### config.mk
export PLATFORM = sky130hd
export DESIGN_NAME = rscd_decoder
export DESIGN_NICKNAME = d
export VERILOG_FILES = /design/src/inc/rscd_pkg.sv /design/src/design/rscd_decoder.sv /design/src/design/rscd_radio_state.sv /design/src/design/rscd_mem_port.sv
export VERILOG_INCLUDE_DIRS = /design/src /design/src/inc
export SDC_FILE = /design/constraint.sdc
export NUM_CORES = 1
export LEC_CHECK = 0
export ABC_AREA = 1
export BUFFER_PORTS_ARGS = -buffer_cell sky130_fd_sc_hd__buf_2
export CAP_MARGIN = 20
export CORE_UTILIZATION = 50
export DETAILED_ROUTE_END_ITERATION = 12
export PLACE_DENSITY = 0.75
export SYNTH_ARGS = -nofsm -noshare
export SYNTH_HDL_FRONTEND = slang
export SYNTH_SLANG_ARGS = --single-unit
### constraint.sdc
create_clock -name i_ref_clk -period 2.5 [get_ports i_ref_clk]
set_input_delay 0.625 -clock i_ref_clk [delete_from_list [all_inputs] [get_ports i_ref_clk]]
set_output_delay 0.625 -clock i_ref_clk [all_outputs]
set_load 0.05 [all_outputs]
### src/inc/rscd_defs.svh
// Purpose: Command codes and field positions for the radio SPI command decoder.
// Assumes: Byte-wide command stream from an SPI slave front end.
// Notes:   Command, op, region and module codes live here; the region field bits [2:0] are written inline.
`ifndef RSCD_DEFS_SVH
`define RSCD_DEFS_SVH

`define RSCD_SYNC_CMD              8'ha2
`define RSCD_GOTO_OFF_CMD          8'hb0
`define RSCD_GOTO_IDLE_CMD         8'hb1
`define RSCD_GOTO_RECEIVE_CMD      8'hb2
`define RSCD_GOTO_TRANSMIT_CMD     8'hb5
`define RSCD_GOTO_SLEEP_CMD        8'hba
`define RSCD_APPLY_CONFIG_CMD      8'hbb
`define RSCD_SIGNAL_STRENGTH_CMD   8'hbc
`define RSCD_IMAGE_CAL_CMD         8'hbd
`define RSCD_IF_FILTER_CAL_CMD     8'hbe
`define RSCD_LOAD_INIT_CMD         8'hbf
`define RSCD_LOAD_DONE_CMD         8'hc7
`define RSCD_FULL_RESET_CMD        8'hc8
`define RSCD_MODULE_CMD_A          8'hd0
`define RSCD_MODULE_CMD_B          8'hd1
`define RSCD_MODULE_CMD_C          8'hd2
`define RSCD_FILLER_CMD            8'hff

`define RSCD_MEM_OP_MSB            7
`define RSCD_MEM_OP_LSB            3
`define RSCD_SEQ_WRITE_OP          5'h03
`define RSCD_SEQ_READ_OP           5'h07
`define RSCD_SCATTERED_WRITE_OP    5'h01
`define RSCD_SCATTERED_READ_OP     5'h05
`define RSCD_REGION_PACKET         3'h0
`define RSCD_REGION_BATTERY        3'h1
`define RSCD_REGION_MODEM          3'h3
`define RSCD_REGION_PROGRAM        3'h6

`define RSCD_MODULE_NONE           2'h0
`define RSCD_MODULE_IMAGE_CAL      2'h1
`define RSCD_MODULE_CIPHER         2'h2
`define RSCD_MODULE_FEC            2'h3

`endif

### src/inc/rscd_pkg.sv
// Purpose: Types shared by the radio SPI command decoder.
// Assumes: Constants come from rscd_defs.svh.
// Notes:   Holds only types.
package rscd_pkg;
   typedef enum logic [2:0] {
      off_state,
      idle_state,
      receive_state,
      transmit_state,
      sleep_state
   } rscd_radio_state_t;

   typedef enum logic [3:0] {
      act_none,
      act_apply_config,
      act_signal_strength,
      act_if_filter_cal,
      act_image_cal,
      act_cipher_encrypt,
      act_cipher_decrypt_setup,
      act_cipher_decrypt,
      act_fec_encode_setup,
      act_fec_encode,
      act_fec_decode,
      act_load_init,
      act_load_done
   } rscd_action_t;
endpackage

### src/design/rscd_decoder.sv
// Purpose: Decodes command bytes from the host SPI port into radio actions and memory accesses.
// Assumes: An SPI slave front end delivers each received byte with a one-cycle strobe and a frame level.
// Notes:   Memory data and read returns pass through as byte strobes; memories live outside.
`timescale 1ns/1ps
`include "rscd_defs.svh"

module rscd_decoder (
   input  wire logic                        i_ref_clk,
   input  wire logic                        i_rst,
   input  wire logic                        i_frame,
   input  wire logic                        i_byte_valid,
   input  wire logic [7:0]                  i_byte,
   input  wire logic [1:0]                  i_module,
   input  wire logic [7:0]                  i_rd_data,
   output rscd_pkg::rscd_radio_state_t      o_radio_state,
   output rscd_pkg::rscd_action_t           o_action,
   output logic                             o_action_valid,
   output logic                             o_synced,
   output logic                             o_core_reset,
   output logic [10:0]                      o_mem_addr,
   output logic [2:0]                       o_mem_region,
   output logic                             o_mem_wr,
   output logic [7:0]                       o_mem_wr_data,
   output logic                             o_mem_rd,
   output logic [7:0]                       o_tx_byte,
   output logic                             o_tx_byte_valid
);
   import rscd_pkg::*;

   typedef enum logic [2:0] {
      st_command,
      st_low_addr,
      st_seq_data,
      st_scat_addr,
      st_scat_data
   } rscd_phase_t;

   rscd_phase_t       phase;
   logic              is_write;
   logic              is_read;
   logic              is_scattered;
   logic              mem_start;
   logic              low_valid;
   logic              advance;
   logic              radio_req;
   rscd_radio_state_t radio_target;
   rscd_action_t      next_action;
   logic              full_reset;
   logic              cmd_byte;
   logic [4:0]        op;
   logic              region_ok;
   logic              rd_pending;
   logic              step_due;
   logic              next_rd;

   assign cmd_byte  = i_byte_valid && i_frame && phase == st_command;
   assign op        = i_byte[`RSCD_MEM_OP_MSB:`RSCD_MEM_OP_LSB];
   assign region_ok = i_byte[2:0] == `RSCD_REGION_PACKET || i_byte[2:0] == `RSCD_REGION_BATTERY
                      || i_byte[2:0] == `RSCD_REGION_MODEM;

   // Memory command decoding; unlisted regions fall through as ignored.
   always_comb begin
      mem_start = 1'b0;
      if (cmd_byte && o_synced) begin
         if (op == `RSCD_SEQ_WRITE_OP) begin
            mem_start = region_ok || i_byte[2:0] == `RSCD_REGION_PROGRAM;
         end else if (op == `RSCD_SEQ_READ_OP || op == `RSCD_SCATTERED_WRITE_OP
                      || op == `RSCD_SCATTERED_READ_OP) begin
            mem_start = region_ok;
         end
      end
   end

   // Radio-controller and module command decoding.
   always_comb begin
      radio_req    = 1'b0;
      radio_target = idle_state;
      next_action  = act_none;
      full_reset   = 1'b0;
      if (cmd_byte && o_synced) begin
         case (i_byte)
            `RSCD_GOTO_OFF_CMD: begin
               radio_req    = 1'b1;
               radio_target = off_state;
            end
            `RSCD_GOTO_IDLE_CMD: begin
               radio_req    = 1'b1;
               radio_target = idle_state;
            end
            `RSCD_GOTO_RECEIVE_CMD: begin
               radio_req    = 1'b1;
               radio_target = receive_state;
            end
            `RSCD_GOTO_TRANSMIT_CMD: begin
               radio_req    = 1'b1;
               radio_target = transmit_state;
            end
            `RSCD_GOTO_SLEEP_CMD: begin
               radio_req    = 1'b1;
               radio_target = sleep_state;
            end
            `RSCD_APPLY_CONFIG_CMD:    next_action = act_apply_config;
            `RSCD_SIGNAL_STRENGTH_CMD: next_action = act_signal_strength;
            `RSCD_IF_FILTER_CAL_CMD:   next_action = act_if_filter_cal;
            `RSCD_FULL_RESET_CMD:      full_reset  = 1'b1;
            `RSCD_LOAD_INIT_CMD:       next_action = act_load_init;
            `RSCD_LOAD_DONE_CMD:       next_action = act_load_done;
            `RSCD_IMAGE_CAL_CMD: begin
               if (i_module == `RSCD_MODULE_IMAGE_CAL) begin
                  next_action = act_image_cal;
               end
            end
            `RSCD_MODULE_CMD_A: begin
               if (i_module == `RSCD_MODULE_CIPHER) begin
                  next_action = act_cipher_encrypt;
               end else if (i_module == `RSCD_MODULE_FEC) begin
                  next_action = act_fec_encode;
               end
            end
            `RSCD_MODULE_CMD_B: begin
               if (i_module == `RSCD_MODULE_CIPHER) begin
                  next_action = act_cipher_decrypt_setup;
               end else if (i_module == `RSCD_MODULE_FEC) begin
                  next_action = act_fec_encode_setup;
               end
            end
            `RSCD_MODULE_CMD_C: begin
               if (i_module == `RSCD_MODULE_CIPHER) begin
                  next_action = act_cipher_decrypt;
               end else if (i_module == `RSCD_MODULE_FEC) begin
                  next_action = act_fec_decode;
               end
            end
            `RSCD_FILLER_CMD: next_action = act_none;
            default:          next_action = act_none;
         endcase
      end
   end

   // The controller accepts nothing but the sync byte until aligned; a full reset drops alignment.
   always_ff @(posedge i_ref_clk or posedge i_rst) begin
      if (i_rst) begin
         o_synced <= 1'b0;
      end else if (full_reset) begin
         o_synced <= 1'b0;
      end else if (cmd_byte && i_byte == `RSCD_SYNC_CMD) begin
         o_synced <= 1'b1;
      end
   end

   always_ff @(posedge i_ref_clk or posedge i_rst) begin
      if (i_rst) begin
         o_action       <= act_none;
         o_action_valid <= 1'b0;
         o_core_reset   <= 1'b0;
      end else begin
         o_action       <= next_action;
         o_action_valid <= next_action != act_none;
         o_core_reset   <= next_action == act_load_done || full_reset;
      end
   end

   // Transaction phase; a dropped frame always returns to command decoding.
   always_ff @(posedge i_ref_clk or posedge i_rst) begin
      if (i_rst) begin
         phase        <= st_command;
         is_write     <= 1'b0;
         is_read      <= 1'b0;
         is_scattered <= 1'b0;
         o_mem_region <= 3'h0;
      end else if (!i_frame) begin
         phase <= st_command;
      end else if (i_byte_valid) begin
         case (phase)
            st_command: begin
               if (mem_start) begin
                  is_write     <= op == `RSCD_SEQ_WRITE_OP || op == `RSCD_SCATTERED_WRITE_OP;
                  is_read      <= op == `RSCD_SEQ_READ_OP || op == `RSCD_SCATTERED_READ_OP;
                  is_scattered <= op == `RSCD_SCATTERED_WRITE_OP || op == `RSCD_SCATTERED_READ_OP;
                  o_mem_region <= i_byte[2:0];
                  phase        <= st_low_addr;
               end
            end
            st_low_addr:  phase <= is_scattered ? st_scat_data : st_seq_data;
            st_seq_data:  phase <= st_seq_data;
            st_scat_data: phase <= st_scat_addr;
            st_scat_addr: phase <= st_scat_data;
            default:      phase <= st_command;
         endcase
      end
   end

   // Writes strobe on data bytes; reads fetch at each address and on every filler byte of a sequential read.
   always_comb begin
      low_valid = i_byte_valid && (phase == st_low_addr || phase == st_scat_addr);
      advance   = i_byte_valid && phase == st_seq_data;
      next_rd   = i_frame && is_read && (low_valid || step_due);
   end

   // The address steps one cycle after a data or filler byte, so each strobe sees the address it belongs to.
   always_ff @(posedge i_ref_clk or posedge i_rst) begin
      if (i_rst) begin
         step_due <= 1'b0;
      end else begin
         step_due <= advance && i_frame;
      end
   end

   always_ff @(posedge i_ref_clk or posedge i_rst) begin
      if (i_rst) begin
         o_mem_wr      <= 1'b0;
         o_mem_wr_data <= 8'h00;
         o_mem_rd      <= 1'b0;
         rd_pending    <= 1'b0;
      end else begin
         o_mem_wr   <= i_frame && is_write && i_byte_valid
                       && (phase == st_seq_data || phase == st_scat_data);
         o_mem_rd   <= next_rd;
         rd_pending <= next_rd;
         if (i_byte_valid) begin
            o_mem_wr_data <= i_byte;
         end
      end
   end

   // Read data goes out one cycle after the fetch; sequential reads pre-fetch the next byte.
   always_ff @(posedge i_ref_clk or posedge i_rst) begin
      if (i_rst) begin
         o_tx_byte       <= 8'h00;
         o_tx_byte_valid <= 1'b0;
      end else begin
         o_tx_byte_valid <= rd_pending;
         if (rd_pending) begin
            o_tx_byte <= i_rd_data;
         end
      end
   end

   rscd_mem_port u_mem_port (
      .i_ref_clk   (i_ref_clk),
      .i_rst       (i_rst),
      .i_start     (mem_start && i_frame),
      .i_high_addr (i_byte[2:0]),
      .i_low_valid (low_valid && i_frame),
      .i_low_addr  (i_byte),
      .i_advance   (step_due && i_frame),
      .o_addr      (o_mem_addr)
   );

   rscd_radio_state u_radio_state (
      .i_ref_clk    (i_ref_clk),
      .i_rst        (i_rst),
      .i_req        (radio_req),
      .i_target     (radio_target),
      .i_full_reset (full_reset),
      .o_state      (o_radio_state)
   );
endmodule

### src/design/rscd_radio_state.sv
// Purpose: Radio state holder driven by decoded transition requests.
// Assumes: Requests are one-cycle pulses on the decoder clock.
// Notes:   Power-on and full reset both leave the radio asleep.
`timescale 1ns/1ps
module rscd_radio_state (
   input  wire logic                       i_ref_clk,
   input  wire logic                       i_rst,
   input  wire logic                       i_req,
   input  wire rscd_pkg::rscd_radio_state_t i_target,
   input  wire logic                       i_full_reset,
   output rscd_pkg::rscd_radio_state_t     o_state
);
   import rscd_pkg::*;

   always_ff @(posedge i_ref_clk or posedge i_rst) begin
      if (i_rst) begin
         o_state <= sleep_state;
      end else if (i_full_reset) begin
         o_state <= sleep_state;
      end else if (i_req) begin
         o_state <= i_target;
      end
   end
endmodule

### src/design/rscd_mem_port.sv
// Purpose: Address generator for one memory access transaction.
// Assumes: Byte strobes come from the decoder on the same clock.
// Notes:   Upper address bits are loaded at the start; a step past a low byte of ff carries into them.
`timescale 1ns/1ps
module rscd_mem_port (
   input  wire logic        i_ref_clk,
   input  wire logic        i_rst,
   input  wire logic        i_start,
   input  wire logic [2:0]  i_high_addr,
   input  wire logic        i_low_valid,
   input  wire logic [7:0]  i_low_addr,
   input  wire logic        i_advance,
   output logic      [10:0] o_addr
);
   always_ff @(posedge i_ref_clk or posedge i_rst) begin
      if (i_rst) begin
         o_addr <= 11'h000;
      end else if (i_start) begin
         o_addr <= {i_high_addr, 8'h00};
      end else if (i_low_valid) begin
         o_addr <= {o_addr[10:8], i_low_addr};
      end else if (i_advance) begin
         o_addr <= o_addr + 11'h001;
      end
   end
endmodule

Word-level counts from Yosys, hierarchy flattened
Cells that the tools add are included.
Word-level totals
  flip-flop bits (word level): 50
  bits of input ports: 22
  output and inout port bits: 43
  word-level logic and storage cells: 121
Cells by class
  add/sub/neg operators: 1
  equality and inequality tests: 34
  muxes and demuxes: 30
  reduce and logical (&&, ||, !) cells: 38
Operators with widths (number)
  8-bit equality test (second input constant): 16
  4-bit one-hot mux with 9 select lines: 1
  11-bit 2-to-1 mux: 3
  4-bit 2-to-1 mux: 7
  3-bit 2-to-1 mux: 8
  1-bit logical AND: 15
  3-bit one-hot mux with 5 select lines: 1
  1-bit logical OR: 12
  3-bit one-hot mux with 4 select lines: 1
  11-bit by 1-bit adder with 11-bit output (second input constant): 1
  5-bit by 3-bit equality test with 1-bit output (second input constant): 2
  3-bit by 2-bit equality test with 1-bit output (second input constant): 3
  1-bit 2-to-1 mux: 9
  3-bit by 1-bit equality test with 1-bit output (second input constant): 2
  3-bit equality test (second input constant): 2
  3-bit zero test: 2
  2-bit nonzero test: 3
  5-bit by 1-bit equality test with 1-bit output (second input constant): 1
  5-bit by 2-bit equality test with 1-bit output (second input constant): 1
  5-bit OR reduction: 1
  2-bit equality test (second input constant): 2
  4-bit equality test (second input constant): 1
  2-bit by 1-bit != test with 1-bit output (second input constant): 2
  2-bit AND reduction: 2
  5 further kinds: 5

Depth between registers and ports, before layout
Gate-level depths: netlist of run 1.
  word-level depth: 10
  gate-level depth with buffers: 10
  depth with buffers taken out: 10

By module
Synthesis of run 1 repeated with hierarchy kept, for this count alone.
Unflattened totals
  cells, all modules: 372
  area total of the unflattened synthesis: 2770.2 um^2
By module, submodules not included
  rscd_decoder: times used 1, cells an instance 231, area each 1824.2 um^2, sequential area each 900.9 um^2
  rscd_mem_port: times used 1, cells an instance 126, area each 818.3 um^2, sequential area each 275.3 um^2
  rscd_radio_state: times used 1, cells an instance 15, area each 127.6 um^2, sequential area each 76.3 um^2

Worst setup path before layout of run 1
OpenSTA, ideal clock, no wires.
  path kind: reg2reg
  from: reg u_mem_port.o_addr[0]
  to: reg u_mem_port.o_addr[10]
  library setup time: 126 ps
  data arrival time: 1511 ps
  data required time: 2374 ps
  setup slack: 863 ps
  cell stages (with the launch flop): 9
  path buffers: 0
  period minus slack after synthesis: 1637 ps
  cells stage by stage: dfrtp_1 ha_1 nand2_1 nor2_1 nand3_1 nand2_1 nor2_1 nand3_1 nand3_1
On the way
  word-level cells in the longest chain between the ends: 4
RTL lines
  from (decl): RTL line rscd_mem_port.sv:13  | output logic [10:0] o_addr
  from (signal assigned): RTL line rscd_mem_port.sv:19  | o_addr <= {i_high_addr, 8'h00};
  from (signal assigned): RTL line rscd_mem_port.sv:21  | o_addr <= {o_addr[10:8], i_low_addr};
  from (signal assigned): RTL line rscd_mem_port.sv:23  | o_addr <= o_addr + 11'h001;
  11-bit by 1-bit adder with 11-bit output: RTL line rscd_mem_port.sv:23
  11-bit 2-to-1 mux: RTL line rscd_mem_port.sv:22  | end else if (i_advance) begin
  11-bit 2-to-1 mux: RTL line rscd_mem_port.sv:20  | end else if (i_low_valid) begin
  11-bit 2-to-1 mux: RTL line rscd_mem_port.sv:18  | end else if (i_start) begin
No other way between the ends. The select of a mux whose other input is x is not followed.
A chain may end at the register's enable or synchronous reset.

==> flow_summary.toml, run 1 <==
[status]
outcome = "finished clean"

[timing]
relSlewSlack = 0.599
fmax_ghz = 0.548
final_hold_viol_count = 0
grt_setup_unrepaired = "false"
worst_slew_pin_slew_ps = 602
skew_ps = 8.35
setup_viol = 0
timing.final.crit_share = 0.731
slew_violations = 0
period_minus_slack_ps = 1830
fin_tns_setup_ps = 0

[global_routing]
use_met1 = 0.323
overflow = 0
grt_pass1_vias = 2199
grt_max_degree = 51
grt_pass1_wl_mm = 9.85
use_met3 = 0.0463
grtUsageTotal = 0.229
top_usage_layer = "met2"
use_met2 = 0.357
antenna_found_initial = 0

[synthesis]
syn_inst = 339
async_reset_ff_frac = 1.00
synth_seq_area_share = 0.466
ys_ff_latch = 50
syn_area_sq_um = 2690
synthFlopType = "dfrtp_1"
synth-edff-count = 0
yosysUniqueCellTypes = 34
post-synth-top-area-fraction = 0.456
syn_avg_cell_area_sq_um = 7.93
synth_area_leaders = "dfrtp_1 46%, nand2_1 13%, nand3_1 7.3%"
syn_nets = 362
yosysWarnings = 0
synth_top_cell_by_area = "dfrtp_1"

[cts]
clk_pin_slew_ps = 100
cts_resized = 0
cts_htree_levels = 2
hold_buffers = 0
clock_sinks = 50
cts_buffer_depth = 2
cts-buffers-inserted = 5
cts_root_buf = "clkbuf_8"
worstSkewPairLatency_ps = 300
tritoncts = "done"
post_cts_buffers = 0

[routing]
drt-wirelength-per-cell_um = 12.4
dr.pass1.iters = 5
drc = 0
drt_iter0_drc = 149
routed_via_density = 5.20
drtAntennaViolNets = 0
vias = 2486
wl_mm = 5.95

[pwr]
swShare = 0.266
pwr-share-comb = 0.119
vdd_ir_drop_max_mv = 0.417
pwr-share-clk = 0.356
p_sw_mw = 0.423
seqPwrFrac = 0.525
p_leak_nw = 1.79
power.density_nw_per_um2 = 498
p_int_mw = 1.17

[layout]
area.growth.synth_to_final_pct = 18.7
diodes = 0
layout_common_cells = "95 x nand2_1, 64 x buf_2, 49 x dfrtp_1, 39 x nand3_1, 32 x inv_1"
fin_nets = 430
final_common_cell = "nand2_1"
fillers = 486
drive_gt1_frac = 0.282
design_area_sq_um = 3190

[setup_path]
cp-startpoint = "rd_pending"
endpoint_kind = "output pin"
worstSetupStartpointType = "flip-flop"
cp_top_family = "flip-flops"
timing.critical_path.buf_inv = 1
max_stage_delay_ps = 560
arrival_ps = 1200
reg2reg_from = "phase[0]"
worstPathRequired_ps = 1880
crit_slowest_cell = "dfrtp_1"
crit_chain = "buf_2"
worstSetupPathType = "reg2out"
path_max_fanout = 10

[placement]
gp_congestion = 0.852
dp_hpwl_mm = 4.56
numPortBuffers = 64
dpl-instance-area_sq_um = 3080

[die]
die_area_sq_um = 5670
fp.dieH_um = 75.3
io_pins = 65
fp-row-count = 26
start_util = 0.523
die_x_um = 75.3
core_sq_um = 5140

[flow_run]
max_cap_violations = 0

[min_path]
hold_path_class = "in2async"
## worst paths after layout
check	to	slack [ps]	cells past startpoint
worst max register to register	u_mem_port.o_addr[8]	860	7
worst min register to register	o_mem_wr_data[0]	480	2
max in group asynchronous	is_write	1620	3
min in group i_ref_clk	o_mem_wr_data[0]	480	2
worst max-delay path	o_mem_rd	670	1
worst min-delay path	o_tx_byte[3]	480	3
## synthesized netlist by cell type (4+ instances only)
library cell / number
nand3_1: 39
o21ai_0: 14
inv_2: 7
mux2_2: 8
nor2_1: 29
nand2_1: 95
a21oi_1: 9
dfrtp_1: 49
inv_1: 33
xor2_1: 4
nor2_4: 4
o21ai_1: 4
nand2_2: 8
## through the flow
stage	hold slack, ps	power [mW]	setup slack (ps)	std cells	utilization
4_1_cts	488	1.60	651	478	0.621
6_report	477	1.59	674	478	0.621
3_3_place_gp	451	1.04	522	470	0.599
5_1_grt	518	1.65	504	478	0.621
3_5_place_dp	469	1.04	429	470	0.599
2_1_floorplan	455	0.974	675	339	-
## area by class of cell
class | instances | area (sq um) | area share
clock buffer | 5 | 68.8 | 0.0216
tap | 70 | 87.6 | 0.0274
inverter | 40 | 150 | 0.0470
clock inverter | 3 | 45.0 | 0.0141
multi-input combinational | 245 | 1260 | 0.395
timing repair buffer | 65 | 328 | 0.103
sequential | 50 | 1250 | 0.392
## power groups by stage
| stage | clock (mW) | sequential [mW] | combinational [mW] |
|---|---|---|---|
| after floorplan | 0 | 0.905 | 0.0689 |
| after CTS | 0.576 | 0.835 | 0.189 |
| after detailed placement | 0 | 0.850 | 0.189 |
| after global placement | 0 | 0.850 | 0.186 |
| final | 0.566 | 0.834 | 0.188 |
| after global routing | 0.607 | 0.837 | 0.208 |
## registers in the layout, indices dropped and copies added, names as in the netlist, 3 cells and up
register,count
o_action,4
u_mem_port.o_addr,11
o_mem_wr_data,8
phase,3
o_mem_region,3
o_tx_byte,8
u_radio_state.o_state,3
## routing by layer
layer | routed length (um) | share of wire | vias to the layer above
li1 | - | - | 1235
met1 | 2700 | 0.45 | 1141
met2 | 2740 | 0.46 | 104
met3 | 440 | 0.074 | 6
met4 | 62 | 0.010 | 0
met5 | 0 | 0 | -
## cells by family (layout without fill, tap and decap cells)
| group | count (synthesis) | after routing | synth area share |
|---|---|---|---|
| DFF | 50 | 50 | 0.466 |
| and+or+nand+nor | 191 | 191 | 0.328 |
| buffers and inverters | 44 | 113 | 0.0656 |
| AOI/OAI and AO/OA | 41 | 41 | 0.0898 |
| muxes | 8 | 8 | 0.0335 |
| adders and majority gates | 1 | 1 | 0.00465 |
| xor gates and xnor gates | 4 | 4 | 0.0130 |
No activity file was read; power rests on OpenSTA's default activity.
==> run 2: changes to the inputs <==
==> constraint.sdc (replaced) <==
create_clock -name i_ref_clk -period 1.8 [get_ports i_ref_clk]
set_input_delay 0.45 -clock i_ref_clk [delete_from_list [all_inputs] [get_ports i_ref_clk]]
set_output_delay 0.45 -clock i_ref_clk [all_outputs]
set_load 0.05 [all_outputs]
==> run 2 against run 1 <==
Effect of this change:
- worst hold slack worse by 350 ps
- critical endpoint is now u_mem_port.o_addr[10]
- sequential power is 39% higher
- non-clock buffer count is 3 higher
- die area stayed put
- flip-flop and latch count stayed put
- total power is 38% higher
- critical path depth is 6 higher
- sequential share of layout area is 0.37 points lower
- clock skew hardly changed
- core utilization is 0.58 points higher
- first-iteration DRC count is 18% lower
==> flow_summary.toml, run 2 (synthesis gave the netlist of run 1 again) <==
[timing]
slew_violations = 0
worst_slew_pin_slew_ps = 402
final_hold_viol_count = 0
relSlewSlack = 0.732
skew_ps = 7.87
hold_ws_ps = 131
period_minus_slack_ps = 1550
grt_setup_unrepaired = "false"
setup_ws_ps = 253
fmax_ghz = 0.646
setup_viol = 0
timing.final.crit_share = 0.860
fin_tns_setup_ps = 0

[setup_path]
cp_top_family = "simple AND/OR/NAND/NOR gates"
worstSetupStartpointType = "flip-flop"
regToRegEndpoint = "u_mem_port.o_addr[10]"
crit_slowest_cell = "dfrtp_1"
worstPathRequired_ps = 2040
timing.critical_path.buf_inv = 1
max_stage_delay_ps = 470
crit_chain = "nor2_2 > nand3_4 > nor2_4 > nand2_2 > inv_2 > nand2_1 > nand3_1"
path_max_fanout = 13
endpoint_kind = "flip-flop"
reg2reg_depth = 7
reg2reg_from = "phase[0]"
arrival_ps = 1790
reg2reg_slack_ps = 250
worstSetupPathType = "reg2reg"

[global_routing]
grt_pass1_vias = 2251
antenna_found_initial = 0
grt_max_degree = 34
overflow = 0
grt_pass1_wl_mm = 10.0
grtUsageTotal = 0.235

[layout]
largest_register_ffs = 11
diodes = 0
instances_no_fill = 481
final_common_cell = "nand2_1"
layout_common_cells = "95 x nand2_1, 64 x buf_2, 49 x dfrtp_1, 39 x nand3_1, 32 x inv_1"
fin_nets = 433
largestRegisters = "u_mem_port.o_addr x11, o_mem_wr_data x8, o_tx_byte x8"
area.growth.synth_to_final_pct = 19.8
drive_gt1_frac = 0.287
max_flop_register = "u_mem_port.o_addr"

[cts]
post_cts_buffers = 0
cts_root_buf = "clkbuf_8"
clock_sinks = 50
cts-buffers-inserted = 5
tritoncts = "done"
worstSkewPairLatency_ps = 300
cts_resized = 0
cts_buffer_depth = 2
clk_pin_slew_ps = 90
cts_htree_levels = 2
hold_buffers = 0

[routing]
drt_iter0_drc = 122
dr.pass1.iters = 4
routed_via_density = 5.19
drt-wirelength-per-cell_um = 12.7
vias = 2497
drtAntennaViolNets = 0
wl_mm = 6.12
drc = 0

[placement]
numPortBuffers = 64
dp_cells = 473
gp_congestion = 0.873
dp_hpwl_mm = 4.80
pre_cts_ws_ps = 1.18

[die]
io_pins = 65
fp.dieH_um = 75.3
fp-row-count = 26
die_area_sq_um = 5670
start_util = 0.523
die_x_um = 75.3
core_sq_um = 5140

[status]
outcome = "finished clean"

[pwr]
vdd_ir_drop_max_mv = 0.423
p_leak_nw = 1.82
power.density_nw_per_um2 = 682
p_total_mw = 2.20

[flow_run]
max_cap_violations = 0

[min_path]
hold_path_class = "in2async"
[run 2: report_power, final]
part / internal (mW) / switching (mW)
clock: 0.409 / 0.363
sequential: 1.14 / 0.0142
combinational: 0.0654 / 0.202
total: 1.62 / 0.579
[run 2: worst max-delay path by stage]
stage | start | endpoint | slack (ps) | cells after the start
6_report | phase[0] | u_mem_port.o_addr[10] | 250 | 7
4_1_cts | u_radio_state.o_state[2] | o_radio_state[2] | 240 | 1
3_3_place_gp | i_byte[3] | u_mem_port.o_addr[10] | 20 | 11
5_1_grt | phase[0] | u_mem_port.o_addr[10] | 90 | 7
2_1_floorplan | i_rst | is_read | 150 | 1
3_5_place_dp | i_byte[3] | u_mem_port.o_addr[10] | 1 | 11
[run 2: routing by layer]
metal / global-route usage / vias up / wire [um]
met5: 0 / - / 0
met4: 0.0720 / 0 / 96
met3: 0.0423 / 11 / 330
met2: 0.378 / 79 / 2860
met1: 0.327 / 1164 / 2840
li1: - / 1243 / -
[run 2: through the flow]
step                instance area (sq um)  utilization
floorplan                            2690            -
finish                               3220        0.627
global route                         3220        0.627
detailed placement                   3110        0.606
CTS                                  3220        0.627
global placement                     3110        0.606
[run 2: final cells by class]
class | count | area [sq um]
Fill cell | 506 | 1920
Multi-Input combinational cell | 245 | 1260
Sequential cell | 50 | 1250
Timing Repair Buffer | 68 | 363
Inverter | 40 | 150
Tap cell | 70 | 87.6
Clock buffer | 5 | 68.8
Clock inverter | 3 | 40.0
[run 2: worst reg2reg max path, stage by stage, from the launching register on]
cell,delay (ps)
dfrtp_1,470
nor2_2,210
nand3_4,140
nor2_4,150
nand2_2,210
inv_2,140
nand2_1,90
nand3_1,90
==> run 3: changes to the inputs <==
--- a/config.mk
+++ b/config.mk
@@ -9,9 +9,11 @@
 export ABC_AREA = 1
 export BUFFER_PORTS_ARGS = -buffer_cell sky130_fd_sc_hd__buf_2
 export CAP_MARGIN = 20
-export CORE_UTILIZATION = 50
+export CELL_PAD_IN_SITES_DETAIL_PLACEMENT = 1
+export CELL_PAD_IN_SITES_GLOBAL_PLACEMENT = 1
+export CORE_UTILIZATION = 39
 export DETAILED_ROUTE_END_ITERATION = 12
-export PLACE_DENSITY = 0.75
+export PLACE_DENSITY_LB_ADDON = 0.1
 export SYNTH_ARGS = -nofsm -noshare
 export SYNTH_HDL_FRONTEND = slang
 export SYNTH_SLANG_ARGS = --single-unit
==> constraint.sdc (replaced) <==
create_clock -name i_ref_clk -period 1.5 [get_ports i_ref_clk]
set_input_delay 0.375 -clock i_ref_clk [delete_from_list [all_inputs] [get_ports i_ref_clk]]
set_output_delay 0.375 -clock i_ref_clk [all_outputs]
set_load 0.05 [all_outputs]
==> run 3 against run 2 <==
Effect of this change:
- cell area is 11% higher
- register-to-register slack lost 170 ps
- total power increased by 26%
- via count increased by 9.2%
- critical endpoint is now o_mem_addr[6]
==> flow_summary.toml, run 3 (synthesis gave the netlist of run 1 again) <==
[status]
outcome = "finished clean"

[routing]
vias = 2726
routed_via_density = 5.14
wl_mm = 8.26
drtAntennaViolNets = 0
drc = 0
drt-wirelength-per-cell_um = 15.6
drt_iter0_drc = 104
dr.pass1.iters = 4

[setup_path]
path_depth = 1
crit_slowest_cell = "dfrtp_1"
reg2reg_depth = 7
endpoint_kind = "output pin"
max_stage_delay_ps = 470
path_max_fanout = 6
worstPathRequired_ps = 1120
worstSetupPathType = "reg2out"
crit_chain = "buf_2"
cp_top_family = "flip-flops"
worstSetupStartpointType = "flip-flop"
arrival_ps = 1080
timing.critical_path.buf_inv = 1

[layout]
layout_common_cells = "94 x nand2_1, 63 x buf_2, 45 x dfrtp_1, 44 x buf_4, 39 x nand3_1"
drive_gt1_frac = 0.371
max_flop_register = "u_mem_port.o_addr"
largestRegisters = "u_mem_port.o_addr x11, o_mem_wr_data x8, o_tx_byte x8"
area.growth.synth_to_final_pct = 33.6
fin_nets = 475
largest_register_ffs = 11
design_area_sq_um = 3590
final_common_cell = "nand2_1"
diodes = 0
fillers = 850

[timing]
hold_ws_ps = 34.5
grt_setup_unrepaired = "true"
setup_viol = 0
slew_violations = 0
worst_slew_pin_slew_ps = 374
period_minus_slack_ps = 1450
skew_ps = 12.2
fmax_ghz = 0.687
relSlewSlack = 0.750
timing.final.crit_share = 0.970
final_hold_viol_count = 0

[pwr]
power.density_nw_per_um2 = 772
vdd_ir_drop_max_mv = 0.552
p_leak_nw = 2.02
p_total_mw = 2.77

[global_routing]
grt_pass1_vias = 2846
grt_pass1_wl_mm = 13.8
antenna_found_initial = 0
grt_max_degree = 21
grtUsageTotal = 0.245
overflow = 0

[placement]
numPortBuffers = 64
gp_congestion = 0.865
dpl-instance-area_sq_um = 3440
dp_hpwl_mm = 6.48

[min_path]
hold_path_class = "in2async"

[cts]
worstSkewPairLatency_ps = 310
tritoncts = "done"
cts-buffers-inserted = 5
cts_buffer_depth = 2
hold_buffers = 0
clk_pin_slew_ps = 100
cts_root_buf = "clkbuf_8"
cts_htree_levels = 2
clock_sinks = 50

[die]
fp.dieH_um = 85.0
die_x_um = 85.0
fp-row-count = 29
io_pins = 65
core_sq_um = 6490
start_util = 0.414
die_area_sq_um = 7230

[flow_run]
max_cap_violations = 0
[run 3: changes by cell type in the layout (fill, tap and decap cells not counted), moves of 2 or more]
cell        delta
clkinvlp_4     +3
nor2_2         +2
buf_4         +41
nand2_4        +2
clkinv_2       -2
nor2_1         -2
dfrtp_1        -4
dfrtp_2        +4
[run 3: final timing paths]
check                                startpoint                  endpoint  slack (ps)
setup reg to reg                       phase[2]      u_mem_port.o_addr[8]          80
hold / removal                            i_rst                  o_synced          30
min in group i_ref_clk             i_rd_data[1]              o_tx_byte[1]         300
setup / recovery           u_mem_port.o_addr[6]             o_mem_addr[6]          50
hold reg to reg                      rd_pending           o_tx_byte_valid         460
max in group asynchronous                 i_rst  u_radio_state.o_state[2]         990
[run 3: worst register-to-register path: stages, from the launching register on]
cell and delay (ps):
dfrtp_2 450, nor2_4 180, nand3_4 140, nor2_4 170
nand2_4 140, inv_2 110, nand2_1 90, nand3_2 80
[run 3: stage by stage]
step                      utilization  cells  worst slack (ps)  TNS (ps)
after floorplan                     -    339             -1.85     -1.85
after global placement          0.530    520             -92.7      -592
after detailed placement        0.530    520              -150     -1470
after CTS                       0.548    528              3.64         0
after global routing            0.553    530             -24.1     -62.1
final                           0.553    530              45.1         0
[run 3: area by class of cell]
type | instances | area [sq um] | area share
Timing Repair Buffer | 110 | 693 | 0.193
Tap cell | 77 | 96.3 | 0.0268
Sequential cell | 50 | 1260 | 0.350
Clock buffer | 5 | 68.8 | 0.0192
Multi-Input combinational cell | 245 | 1280 | 0.356
Clock inverter | 3 | 45.0 | 0.0125
Inverter | 40 | 154 | 0.0428
[run 3: what timing repair did]
action | 4_1_cts | 5_1_grt
endpoints found under the setup margin | 3 | 12
hold endpoints to repair | 0 | 0
setup buffers | 0 | 2
pin swaps | 0 | 1
resized for setup | 1 | 7
[run 3: layer usage]
metal  up-vias  wire (um)  track usage
li1       1322          -            -
met1      1334       3790        0.316
met2        65       4130        0.433
met3         5        262       0.0331
met4         0         74       0.0663
met5         -          0            0
[run 3: where the power goes]
group	internal, mW	switching (mW)	total, mW
logic	0.126	0.269	0.395
registers	1.37	0.0170	1.39
clock network	0.497	0.490	0.987
